`config.mk`:
```
export PLATFORM = sky130hd
export DESIGN_NAME = rshc_top
export DESIGN_NICKNAME = d
export VERILOG_FILES = /design/src/rshc_pkg.sv /design/src/rshc_pin_filter.sv /design/src/rshc_debug_mon.sv /design/src/rshc_top.sv
export SDC_FILE = /design/constraint.sdc
export NUM_CORES = 1
export LEC_CHECK = 0
export ABC_AREA = 1
export BUFFER_PORTS_ARGS = -buffer_cell sky130_fd_sc_hd__buf_4
export CORE_ASPECT_RATIO = 0.5
export CORE_MARGIN = 2
export CORE_UTILIZATION = 55
export DETAILED_ROUTE_END_ITERATION = 10
export GPL_TIMING_DRIVEN = 0
export PLACE_DENSITY_LB_ADDON = 0.08
export SYNTH_ARGS = -nofsm -noshare
export SYNTH_HDL_FRONTEND = slang
export SYNTH_SLANG_ARGS = --single-unit
```
`constraint.sdc`:
```
create_clock -name core_clk -period 2.2 [get_ports core_clk]
set_input_delay 0.22 -clock core_clk [delete_from_list [all_inputs] [get_ports core_clk]]
set_output_delay 0.22 -clock core_clk [all_outputs]
set_load 0.005 [all_outputs]
```
`src/rshc_pkg.sv`:
```
// package: constants, types and behaviour summary for the reset source and halt control block
// Behaviour
// - deep sleep plus low reset pin resets system
// - pin reset in deep sleep sets external flag
// - nine low bit times request debug reset
// - low stop bit requests debug reset
// - transmit collision requests debug reset
// - debug reset spares the debug unit
// - debug reset from deep sleep sets power-on flag
// - read-only cause register collects reset source flags until a read clears them
// - reading cause register clears upper four bits
// - cause reads and watchdog writes share address
// - halt instruction stops core and program counter
// - clocks and peripherals keep running in halt
// - watchdog oscillator and counter run in halt
// - interrupt, watchdog, power, brown-out, pin leave halt
// - each power control bit disables one peripheral
package rshc_pkg;
  localparam int unsigned CLK_PERIOD_PS   = 25000;
  localparam int unsigned GLITCH_MIN_PS   = 12000;
  // least time rounds up, never below one cycle
  localparam int unsigned GLITCH_CYC_RAW  = (GLITCH_MIN_PS + CLK_PERIOD_PS - 1) / CLK_PERIOD_PS;
  localparam int unsigned GLITCH_CYCLES   = (GLITCH_CYC_RAW < 1) ? 1 : GLITCH_CYC_RAW;
  localparam int unsigned BREAK_BITS      = 9;
  localparam int unsigned BIT_TIME_CYCLES = 16;
  localparam int unsigned CHAR_DATA_BITS  = 8;
  // cause register field positions
  localparam int unsigned CAUSE_POR_BIT   = 7;
  localparam int unsigned CAUSE_STOP_BIT  = 6;
  localparam int unsigned CAUSE_WDT_BIT   = 5;
  localparam int unsigned CAUSE_PIN_BIT   = 4;
  localparam logic [7:0]  CAUSE_RST_VAL   = 8'h80;
  localparam logic [7:0]  CAUSE_LOW_MASK  = 8'h0F;
  localparam logic [7:0]  WDT_CTL_RST_VAL = 8'h00;

  typedef enum logic [1:0]
  {
    PM_RUN  = 2'b00,
    PM_HALT = 2'b01,
    PM_STOP = 2'b10
  } rshc_pmode_t;
endpackage : rshc_pkg

```
`src/rshc_pin_filter.sv`:
```
// glitch filter for the active-low external reset pin
`timescale 1ns/1ps
`default_nettype none
module rshc_pin_filter
  import rshc_pkg::*;
#(
  parameter int unsigned MIN_CYCLES = GLITCH_CYCLES
)
(
  // clock and reset
  input  wire logic core_clk,
  input  wire logic rst,
  // pin and qualified level
  input  wire logic pin_n,
  output var  logic low_seen
);
  localparam int unsigned CW = $clog2(MIN_CYCLES + 2);
  localparam logic [CW-1:0] LIMIT = CW'(MIN_CYCLES);

  initial
  begin
    if (MIN_CYCLES < 1) $error("filter needs at least one cycle");
  end

  logic [CW-1:0] cnt_ff;
  logic [CW-1:0] nxt_cnt;

  assign nxt_cnt  = pin_n ? '0 : ((cnt_ff > LIMIT) ? cnt_ff : cnt_ff + CW'(1));

  always_ff @(posedge core_clk or posedge rst)
  begin
    if (rst) cnt_ff <= '0;
    else     cnt_ff <= nxt_cnt;
  end

  always_ff @(posedge core_clk or posedge rst)
  begin
    if (rst) low_seen <= 1'b0;
    else     low_seen <= !pin_n && (cnt_ff >= LIMIT);
  end
endmodule : rshc_pin_filter
`default_nettype wire

```
`src/rshc_debug_mon.sv`:
```
// debug pin monitor: break, framing error and collision detection
`timescale 1ns/1ps
`default_nettype none
module rshc_debug_mon
  import rshc_pkg::*;
#(
  parameter int unsigned BIT_CYCLES = BIT_TIME_CYCLES,
  parameter int unsigned DATA_BITS  = CHAR_DATA_BITS
)
(
  // clock and reset
  input  wire logic core_clk,
  input  wire logic rst,
  // debug pin, three signals
  input  wire logic debug_serial_pin_i,
  input  wire logic debug_serial_pin_o,
  input  wire logic debug_serial_pin_oe,
  // request
  output var  logic debug_rst_req
);
  localparam int unsigned BRK_CYC = BREAK_BITS * BIT_CYCLES;
  localparam int unsigned CW      = $clog2(BRK_CYC + 2);
  localparam int unsigned BW      = $clog2(DATA_BITS + 2);

  initial
  begin
    if (BIT_CYCLES < 2 || DATA_BITS < 1) $error("bad debug pin parameters");
  end

  logic [CW-1:0] low_cnt_ff;
  logic [CW-1:0] bit_cnt_ff;
  logic [BW-1:0] bits_ff;
  logic          busy_ff;
  logic          prev_ff;
  logic          mid_bit;
  logic          start_edge;
  logic          brk_hit;
  logic          frame_hit;
  logic          coll_hit;

  assign start_edge = !busy_ff && prev_ff && !debug_serial_pin_i;
  assign mid_bit    = busy_ff && (bit_cnt_ff == CW'(BIT_CYCLES / 2));
  assign brk_hit    = (low_cnt_ff == CW'(BRK_CYC - 1)) && !debug_serial_pin_i;
  assign frame_hit  = mid_bit && (bits_ff == BW'(DATA_BITS + 1)) && !debug_serial_pin_i;
  assign coll_hit   = debug_serial_pin_oe && (debug_serial_pin_o != debug_serial_pin_i);

  always_ff @(posedge core_clk or posedge rst)
  begin
    if (rst)
    begin
      low_cnt_ff <= '0;
      bit_cnt_ff <= '0;
      bits_ff    <= '0;
      busy_ff    <= 1'b0;
      prev_ff    <= 1'b1;
      debug_rst_req <= 1'b0;
    end
    else
    begin
      prev_ff       <= debug_serial_pin_i;
      debug_rst_req <= brk_hit || frame_hit || coll_hit;
      low_cnt_ff    <= debug_serial_pin_i ? '0 : (brk_hit ? '0 : low_cnt_ff + CW'(1));
      if (start_edge)
      begin
        busy_ff    <= 1'b1;
        bit_cnt_ff <= '0;
        bits_ff    <= '0;
      end
      else if (busy_ff)
      begin
        bit_cnt_ff <= (bit_cnt_ff == CW'(BIT_CYCLES - 1)) ? '0 : bit_cnt_ff + CW'(1);
        if (mid_bit)
        begin
          bits_ff <= bits_ff + BW'(1);
          if (bits_ff == BW'(DATA_BITS + 1)) busy_ff <= 1'b0;
        end
      end
    end
  end
endmodule : rshc_debug_mon
`default_nettype wire

```
`src/rshc_top.sv`:
```
// reset source recording, halt and stop control and peripheral gating
`timescale 1ns/1ps
`default_nettype none
module rshc_top
  import rshc_pkg::*;
#(
  parameter int unsigned PERIPH_COUNT = 8,
  parameter int unsigned BIT_CYCLES   = BIT_TIME_CYCLES
)
(
  // clock and reset
  input  wire logic                    core_clk,
  input  wire logic                    rst,
  // reset and wake sources
  input  wire logic                    reset_pin_n,
  input  wire logic                    por_event,
  input  wire logic                    brownout_event,
  input  wire logic                    wdt_timeout,
  input  wire logic                    wdt_timeout_is_rst,
  input  wire logic                    irq_pending,
  // core instruction events
  input  wire logic                    halt_exec,
  input  wire logic                    stop_exec,
  // debug pin
  input  wire logic                    debug_serial_pin_i,
  input  wire logic                    debug_serial_pin_o,
  input  wire logic                    debug_serial_pin_oe,
  // shared status/watchdog control access
  input  wire logic                    cause_rd,
  input  wire logic                    cause_wr,
  input  wire logic [7:0]              cause_wdata,
  output var  logic [7:0]              reset_cause_status,
  output var  logic [7:0]              wdt_ctl,
  // power control
  input  wire logic [PERIPH_COUNT-1:0] periph_disable,
  output var  logic [PERIPH_COUNT-1:0] periph_clk_en,
  // mode and reset outputs
  output var  logic                    sys_rst,
  output var  logic                    core_run,
  output var  logic                    pc_advance_en,
  output var  logic                    sys_clk_en,
  output var  logic                    osc_en,
  output var  logic                    wdt_osc_en,
  output var  logic                    in_halt,
  output var  logic                    in_stop
);
  initial
  begin
    if (PERIPH_COUNT < 1) $error("need at least one peripheral");
  end

  rshc_pmode_t   mode_ff;
  rshc_pmode_t   nxt_mode;
  logic          pin_low;
  logic          debug_req;
  logic          stop_pin_rst;
  logic          stop_debug_rst;
  logic          any_rst;
  logic          halt_exit;
  logic [7:0]    nxt_cause;
  logic [7:0]    set_bits;

  rshc_pin_filter #(
    .MIN_CYCLES (GLITCH_CYCLES)
  ) u_filter (
    .core_clk (core_clk),
    .rst      (rst),
    .pin_n    (reset_pin_n),
    .low_seen (pin_low)
  );

  // debug unit keeps its own state; only rst clears it
  rshc_debug_mon #(
    .BIT_CYCLES (BIT_CYCLES),
    .DATA_BITS  (CHAR_DATA_BITS)
  ) u_debug (
    .core_clk            (core_clk),
    .rst                 (rst),
    .debug_serial_pin_i  (debug_serial_pin_i),
    .debug_serial_pin_o  (debug_serial_pin_o),
    .debug_serial_pin_oe (debug_serial_pin_oe),
    .debug_rst_req       (debug_req)
  );

  // pin reset out of deep sleep
  assign stop_pin_rst = (mode_ff == PM_STOP) && pin_low;
  assign stop_debug_rst = (mode_ff == PM_STOP) && debug_req;
  assign any_rst      = pin_low || debug_req || por_event || brownout_event || (wdt_timeout && wdt_timeout_is_rst);
  assign halt_exit    = irq_pending || wdt_timeout || por_event || brownout_event || pin_low;

  always_comb
  begin
    nxt_mode = mode_ff;
    unique case (mode_ff)
      PM_RUN:
      begin
        if (stop_exec) nxt_mode = PM_STOP;
        else if (halt_exec) nxt_mode = PM_HALT;
      end
      PM_HALT:
      begin
        if (halt_exit || any_rst) nxt_mode = PM_RUN;
      end
      PM_STOP:
      begin
        if (any_rst) nxt_mode = PM_RUN;
      end
      default:   nxt_mode = PM_RUN;
    endcase
  end

  // cause flags, set wins over the read clear
  always_comb
  begin
    set_bits = 8'h00;
    set_bits[CAUSE_PIN_BIT]  = stop_pin_rst || (pin_low && mode_ff != PM_STOP);
    set_bits[CAUSE_STOP_BIT] = stop_pin_rst || stop_debug_rst;
    set_bits[CAUSE_POR_BIT]  = stop_debug_rst || por_event || brownout_event;
    set_bits[CAUSE_WDT_BIT]  = wdt_timeout;
  end

  assign nxt_cause = ((cause_rd ? (reset_cause_status & CAUSE_LOW_MASK) : reset_cause_status)) | set_bits;

  always_ff @(posedge core_clk or posedge rst)
  begin
    if (rst) mode_ff <= PM_RUN;
    else     mode_ff <= nxt_mode;
  end

  // read-only cause register, no write path
  always_ff @(posedge core_clk or posedge rst)
  begin
    if (rst) reset_cause_status <= CAUSE_RST_VAL;
    else     reset_cause_status <= nxt_cause;
  end

  // writes at the shared address reach watchdog control
  always_ff @(posedge core_clk or posedge rst)
  begin
    if (rst)           wdt_ctl <= WDT_CTL_RST_VAL;
    else if (cause_wr) wdt_ctl <= cause_wdata;
  end

  // system reset pulse, debug unit excluded
  always_ff @(posedge core_clk or posedge rst)
  begin
    if (rst) sys_rst <= 1'b1;
    else     sys_rst <= any_rst;
  end

  // core and pc stop in halt and stop
  assign core_run      = (mode_ff == PM_RUN);
  assign pc_advance_en = (mode_ff == PM_RUN);
  assign sys_clk_en    = (mode_ff != PM_STOP);
  assign osc_en        = (mode_ff != PM_STOP);
  assign wdt_osc_en    = 1'b1;
  assign in_halt       = (mode_ff == PM_HALT);
  assign in_stop       = (mode_ff == PM_STOP);
  assign periph_clk_en = sys_clk_en ? ~periph_disable : '0;
endmodule : rshc_top
`default_nettype wire

```
==> summary.md, run 1 <==
| Metric | Value |
|---|---|
| Status | complete, no violations |
| 1st-iter DRT viols | a little over 80 |
| First-pass detailed-route iteration total | 4 |
| DRT antenna net count | 0 |
| Layout cell share with drive strength beyond 1 | 0.320 |
| Unrepaired setup endpoints after global routing | false |
| Fin cells | between 300 and 400 |
| Crit path max-delay family | flip-flops |
| Post-CTS sizing | 0 |
| CP Max Fanout | 10 |
| Peak supply drop | 0.000580 V |
| Clock H-tree levels | 2 |
| Initial Util | 0.594 |
| Mapped Area | 2110 sq um |
| Headroom to the max-slew limit | 0.449 |
| Register area share after synthesis | 0.489 |
| CP Capture Type | output port |
| DIE HEIGHT | 47.8 um |
| Min-delay worst type | in2reg |
| Clk_skew | 0.00522 ns |
| Setup TNS Final | 0 ns |
| CTS max path bufs | 2 |
| PD cells | 806 nW/um^2 |
| TritonCTS clock tree | done |
| CTS Hold Bufs | 0 |
| GRT Total Usage | 0.214 |
| Number of I/O port buffers | 56 |
| Worst endpoint data arrival time | 1.30 ns |
| Slew Limit Fails | 0 |
| Leak | 1.41 nW |
| Avg WL per Cell | 12.1 um |
| Commonest non-fill, non-tap cells in the layout | buf_4 (63), nand2_1 (50), dfrtp_1 (38) |
| Die footprint | 4370 sq um |
| Nets | 346 |
| Measured slew at the worst slew-check pin | about 0.83 ns |
| Routability congestion estimate | 0.830 |
| Vias | approximately 1,700 |
| Vias in the first global route | ~1,600 |
| Slowest CP cell | dfrtp_1 |
| Crit path required time | roughly 2 ns |
| Synthesized netlist cell count | 242 |
| Dpl hpwl | 3290 um |
| Ys Warns | 0 |
| Clock Sinks | 41 |
| Die X-Extent | roughly 90 um |
| Buf/Inv on CP | 3 |
| CTS clk-pin slew, worst paths | 0.07 ns |
| Routed WL | 4350 um |
| I/O pins | 63 |
| Worst hold margin | 0.0741 ns |
| Number of buffers created by CTS | 5 |
| Worst setup path class | reg2out |
| Placed insts | 352 |
| CP cell instances | inv_1 -> nand2_1 -> inv_2 -> nor2_1 -> buf_4 |
| Number of antenna diodes | 0 |
| Global-route wire length before repair | 7000 um |
| Final setup fails | 0 |
| Synth Area per Inst | 8.71 sq um |
| #FFs+latches synth | 41 |
| Delay of the slowest cell on the worst path | 0.40 ns |
| Core ar. | 3550 sq um |
| Area Overhead vs Synth | 27.4% |
| Fin crit share | 0.691 |
| Avg Vias per Cell | 4.85 |
| Fill cells | 269 |
| Largest net degree at the start of global routing | 42 |
| Overflow after GRT | 0 |
| Reg area | 1030 sq um |
| Max Cap Viol | 0 |
| Post-CTS setup buffers | 0 |
| DRC viols | 0 |
| Count of different cell masters after synthesis | 30 |
| Min cycle time layout | 1.52 ns |
| Row count | 15 |
| Multi-input gate area | slightly above 900 sq um |
| Final Hold Fails | 0 |
| Clk_lat worst skew | 0.30 ns |
| Commonest non-fill, non-tap cell in the layout | buf_4 |
| Root Buffer | clkbuf_8 |
| Achievable Freq | roughly 660 MHz |
| Initial antenna violation count | 0 |
| Critical Path Source Type | flip-flop |
## state kept, by name, indices dropped and copies added (netlist names)
name and flops:
u_debug.debug_rst_req 1, u_debug.low_cnt_ff 8, u_filter.cnt_ff 2, u_filter.low_seen 1
wdt_ctl 8, u_debug.bits_ff 4, sys_rst 1, reset_cause_status 4
u_debug.busy_ff 1, u_debug.bit_cnt_ff 8, u_debug.prev_ff 1, mode_ff 2
## logic make-up (layout without fill, tap and decap cells)
kind of cell	after synthesis	after routing	share of synthesized area
AND/OR/NAND/NOR	123	123	0.275
AO/OA/AOI/OAI	16	16	0.0404
adder cells (fa/ha/maj)	7	7	0.0416
flip-flops	41	41	0.489
multiplexers	8	8	0.0428
XOR/XNOR	6	6	0.0249
other	2	5	0.00356
buffers and inverters	39	103	0.0831
## layout make-up
type                       count  share of cell area
buffer                         9              0.0233
clock buffer                   6              0.0270
clock inverter                 2             0.00373
inverter                      30              0.0419
multi-input combinational    165               0.340
sequential                    41               0.384
tap                           51              0.0238
timing repair buffer          56               0.157
## worst reg2reg max path: cells and delay by family (launching register included)
kind                     cells  cell delay [ns]
adder cells (fa/ha/maj)      1             0.17
AND/OR/NAND/NOR              4             0.61
flip-flops                   1             0.41
buffers and inverters        1             0.12
## metal layers
layer | GRT usage | up-vias | routed length [um]
li1 | - | 894 | -
met1 | 0.246 | 786 | 1900
met2 | 0.390 | 57 | 2060
met3 | 0.0677 | 9 | 312
met4 | 0.100 | 0 | 73
met5 | 0 | - | 0
## Yosys cell counts, drive strengths merged
cell | n | area [sq um]
nor2b | 1 | 6.26
dfrtp | 38 | 951
mux2 | 8 | 90.1
nor2 | 32 | 138
nand3b | 4 | 30.0
conb | 2 | 7.51
xnor2 | 2 | 17.5
dfstp | 3 | 78.8
buf | 9 | 62.6
inv | 30 | 113
nand2 | 51 | 194
nand3 | 26 | 140
a31oi | 2 | 12.5
a21o | 1 | 7.51
nand4 | 5 | 37.5
a21oi | 2 | 10.0
nor3b | 1 | 7.51
nor3 | 3 | 26.3
ha | 7 | 87.6
o21ai | 11 | 55.1
xor2 | 4 | 35.0
## power by group
part           switching (W)  total (W)  internal (W)
logic               0.000322   0.000627      0.000305
clock network       0.000256   0.000476      0.000220
registers           0.000156    0.00106      0.000905
## final timing paths
| kind | slack [ns] | cells after the start | to | startpoint |
|---|---|---|---|---|
| setup / recovery | 0.68 | 5 | periph_clk_en[6] | mode_ff[0]$_DFFE_PP0P_ |
| hold / removal | 0.07 | 2 | u_filter.low_seen$_DFF_PP0_ | reset_pin_n |
| setup reg to reg | 0.81 | 6 | u_debug.debug_rst_req$_DFF_PP0_ | u_debug.bit_cnt_ff[0]$_DFFE_PP0P_ |
| hold reg to reg | 0.46 | 1 | u_debug.low_cnt_ff[0]$_DFF_PP0_ | u_debug.low_cnt_ff[0]$_DFF_PP0_ |
| max in group asynchronous | 1.59 | 2 | u_debug.bits_ff[1]$_DFFE_PP0P_ | rst |
| min in group asynchronous | 0.09 | 2 | wdt_ctl[6]$_DFFE_PP0P_ | rst |
## per-stage QoR
| step | utilization | setup WS (ns) | area (sq um) | total power [W] |
|---|---|---|---|---|
| CTS | 0.757 | 0.668 | 2690 | 0.00218 |
| floorplan | - | 0.997 | 2120 | 0.00146 |
| detailed placement | 0.734 | 0.853 | 2600 | 0.00170 |
| global route | 0.757 | 0.574 | 2690 | 0.00231 |
| global placement | 0.734 | 0.515 | 2600 | 0.00166 |
| finish | 0.757 | 0.679 | 2690 | 0.00216 |
(Power assumes the default switching activity.)
==> inputs of run 2 (changes only) <==
--- a/config.mk
+++ b/config.mk
@@ -9,7 +9,7 @@
 export BUFFER_PORTS_ARGS = -buffer_cell sky130_fd_sc_hd__buf_4
 export CORE_ASPECT_RATIO = 0.5
 export CORE_MARGIN = 2
-export CORE_UTILIZATION = 55
+export CORE_UTILIZATION = 46
 export DETAILED_ROUTE_END_ITERATION = 10
 export GPL_TIMING_DRIVEN = 0
 export PLACE_DENSITY_LB_ADDON = 0.08
==> constraint.sdc (replaced) <==
create_clock -name core_clk -period 1.2 [get_ports core_clk]
set_input_delay 0.12 -clock core_clk [delete_from_list [all_inputs] [get_ports core_clk]]
set_output_delay 0.12 -clock core_clk [all_outputs]
set_load 0.005 [all_outputs]
==> summary.md, run 2 (synthesis results as in run 1) <==
| Metric | Value |
|---|---|
| Placed insts | 358 |
| DRC viols | 0 |
| Critical Path Source Type | flip-flop |
| Unrepaired setup endpoints after global routing | true |
| Measured slew at the worst slew-check pin | about 0.8 ns |
| Fill cells | 367 |
| R2R Path End | u_debug.debug_rst_req$_DFF_PP0_ |
| Overflow after GRT | 0 |
| TritonCTS clock tree | done |
| Worst Setup SP | mode_ff[1]$_DFFE_PP0P_ |
| Vias in the first global route | 1,757 |
| Initial Util | 0.479 |
| DIE HEIGHT | 51.9 um |
| Root Buffer | clkbuf_8 |
| Avg WL per Cell | 11.9 um |
| I/O pins | 63 |
| Worst endpoint data arrival time | 1.20 ns |
| Die footprint | 5170 sq um |
| Setup TNS Final | -1.04 ns |
| Die X-Extent | 99.7 um |
| Failing checks | hold timing, setup timing |
| Largest net degree at the start of global routing | 42 |
| Peak supply drop | 0.000731 V |
| Final Hold Fails | 4 |
| Fin crit share | 1.10 |
| Achievable Freq | 759 MHz |
| Crit path to | periph_clk_en[4] |
| Commonest non-fill, non-tap cell in the layout | buf_4 |
| Clock H-tree levels | 2 |
| Core ar. | 4400 sq um |
| CP Max Fanout | 5 |
| Routed WL | 4510 um |
| Layout cell share with drive strength beyond 1 | 0.399 |
| PD cells | 1610 nW/um^2 |
| Tot Pwr | approximately 0.0047 W |
| Min cycle time layout | 1.32 ns |
| Reg2reg setup slack | -0.05 ns |
| Number of I/O port buffers | 56 |
| 1st-iter DRT viols | 70 |
| Routability congestion estimate | 0.759 |
| Global-route wire length before repair | 7540 um |
| Initial antenna violation count | 0 |
| First-pass detailed-route iteration total | 4 |
| Largest regs | u_debug.bit_cnt_ff (8), u_debug.low_cnt_ff (8), wdt_ctl (8) |
| Status | complete, but fails checks |
| Leak | 1.50 nW |
| Min-delay worst type | in2async |
| Area Overhead vs Synth | 39.4% |
| Fin worst setup slack | -0.117 ns |
| CTS max path bufs | 2 |
| GRT Total Usage | 0.184 |
| Avg Vias per Cell | 4.85 |
| CTS clk-pin slew, worst paths | 0.08 ns |
| Slew Limit Fails | 0 |
| Worst hold margin | -0.00619 ns |
| Nets | 360 |
| Reg2reg path depth | 6 |
| FF-to-FF Start | u_debug.bit_cnt_ff[0]$_DFFE_PP0P_ |
| Number of antenna diodes | 0 |
| CP Capture Type | output port |
| Number of buffers created by CTS | 5 |
| Commonest non-fill, non-tap cells in the layout | buf_4 (74), nand2_1 (47), dfrtp_1 (37) |
| Crit path required time | 1.08 ns |
| Fin cells | 380 |
| Clk_lat worst skew | just under 0.3 ns |
| Vias | 1,843 |
| Max Cap Viol | 0 |
| Clk_skew | about 0.0043 ns |
| DRT antenna net count | 0 |
| Worst setup path class | reg2out |
| Headroom to the max-slew limit | 0.450 |
| Row count | 17 |
| Clock Sinks | 41 |
| Dpl hpwl | 3240 um |
| Final setup fails | 20 |
[run 2: changes by cell type in the layout (fill, tap and decap cells not counted), sizes merged]
cell	change
bufinv	+2
clkinvlp	+1
clkbuf	-1
buf	+11
clkinv	-1
dlygate4sd3	+2
[run 2: worst max-delay path, cell delays in order (launching register included)]
cell,delay (ns)
dfrtp_1,0.44
nand2_4,0.12
clkinvlp_4,0.13
nor2_1,0.10
buf_4,0.12
[run 2: area by class of cell]
type	count	area, sq um	share of cell area
plain buffers	9	62.6	0.0213
clock buffers	5	68.8	0.0234
clock inverters	3	65.1	0.0221
inverters	30	113	0.0383
multi-input cells	165	996	0.339
flip-flops and latches	41	1030	0.351
well taps	57	71.3	0.0243
repair buffers	69	523	0.178
repair inverters	1	7.51	0.00256
[run 2: repair_timing]
| item | CTS | global route |
|---|---|---|
| endpoints found under the hold margin | 2 | 0 |
| resized for setup | 13 | 10 |
| cloned | 1 | 0 |
| pin swaps | 11 | 3 |
| hold buffers | 2 | 0 |
| setup buffers | 5 | 6 |
| setup endpoints to repair | 25 | 31 |
[run 2: power by group]
part / internal [W] / switching [W] / leakage, nW
Combinational: 0.000768 / 0.000704 / 0.925
Sequential: 0.00166 / 0.000306 / 0.508
Clock: 0.000826 / 0.000469 / 0.0681
[run 2: how the worst min path moves through the flow]
| stage | slack [ns] | cells past startpoint | to |
|---|---|---|---|
| 6_report | -0.006 | 2 | wdt_ctl[0]$_DFFE_PP0P_ |
| 4_1_cts | 0.04 | 2 | u_debug.debug_rst_req$_DFF_PP0_ |
| 3_3_place_gp | 0.28 | 2 | u_filter.low_seen$_DFF_PP0_ |
| 5_1_grt | 0.04 | 3 | reset_cause_status[5]$_DFF_PP0_ |
| 3_5_place_dp | 0.29 | 1 | u_debug.prev_ff$_DFF_PP1_ |
| 2_1_floorplan | 0.12 | 0 | u_debug.prev_ff$_DFF_PP1_ |
[run 2: through the flow]
stage               instance area, sq um  hold WS (ns)  utilization  worst slack [ns]
finish                              2940      -0.00619        0.667            -0.117
global route                        2940        0.0407        0.667            -0.174
CTS                                 2850        0.0363        0.648            -0.107
detailed placement                  2610         0.285        0.593            -0.101
global placement                    2610         0.283        0.593            -0.410
floorplan                           2120         0.124            -            0.0483
[run 2: metal layers]
layer,track usage,up-vias,part of all wire
li1,-,920,-
met1,0.217,871,0.43
met2,0.342,50,0.49
met3,0.0565,2,0.071
met4,0.0320,0,0.0031
met5,0,-,0
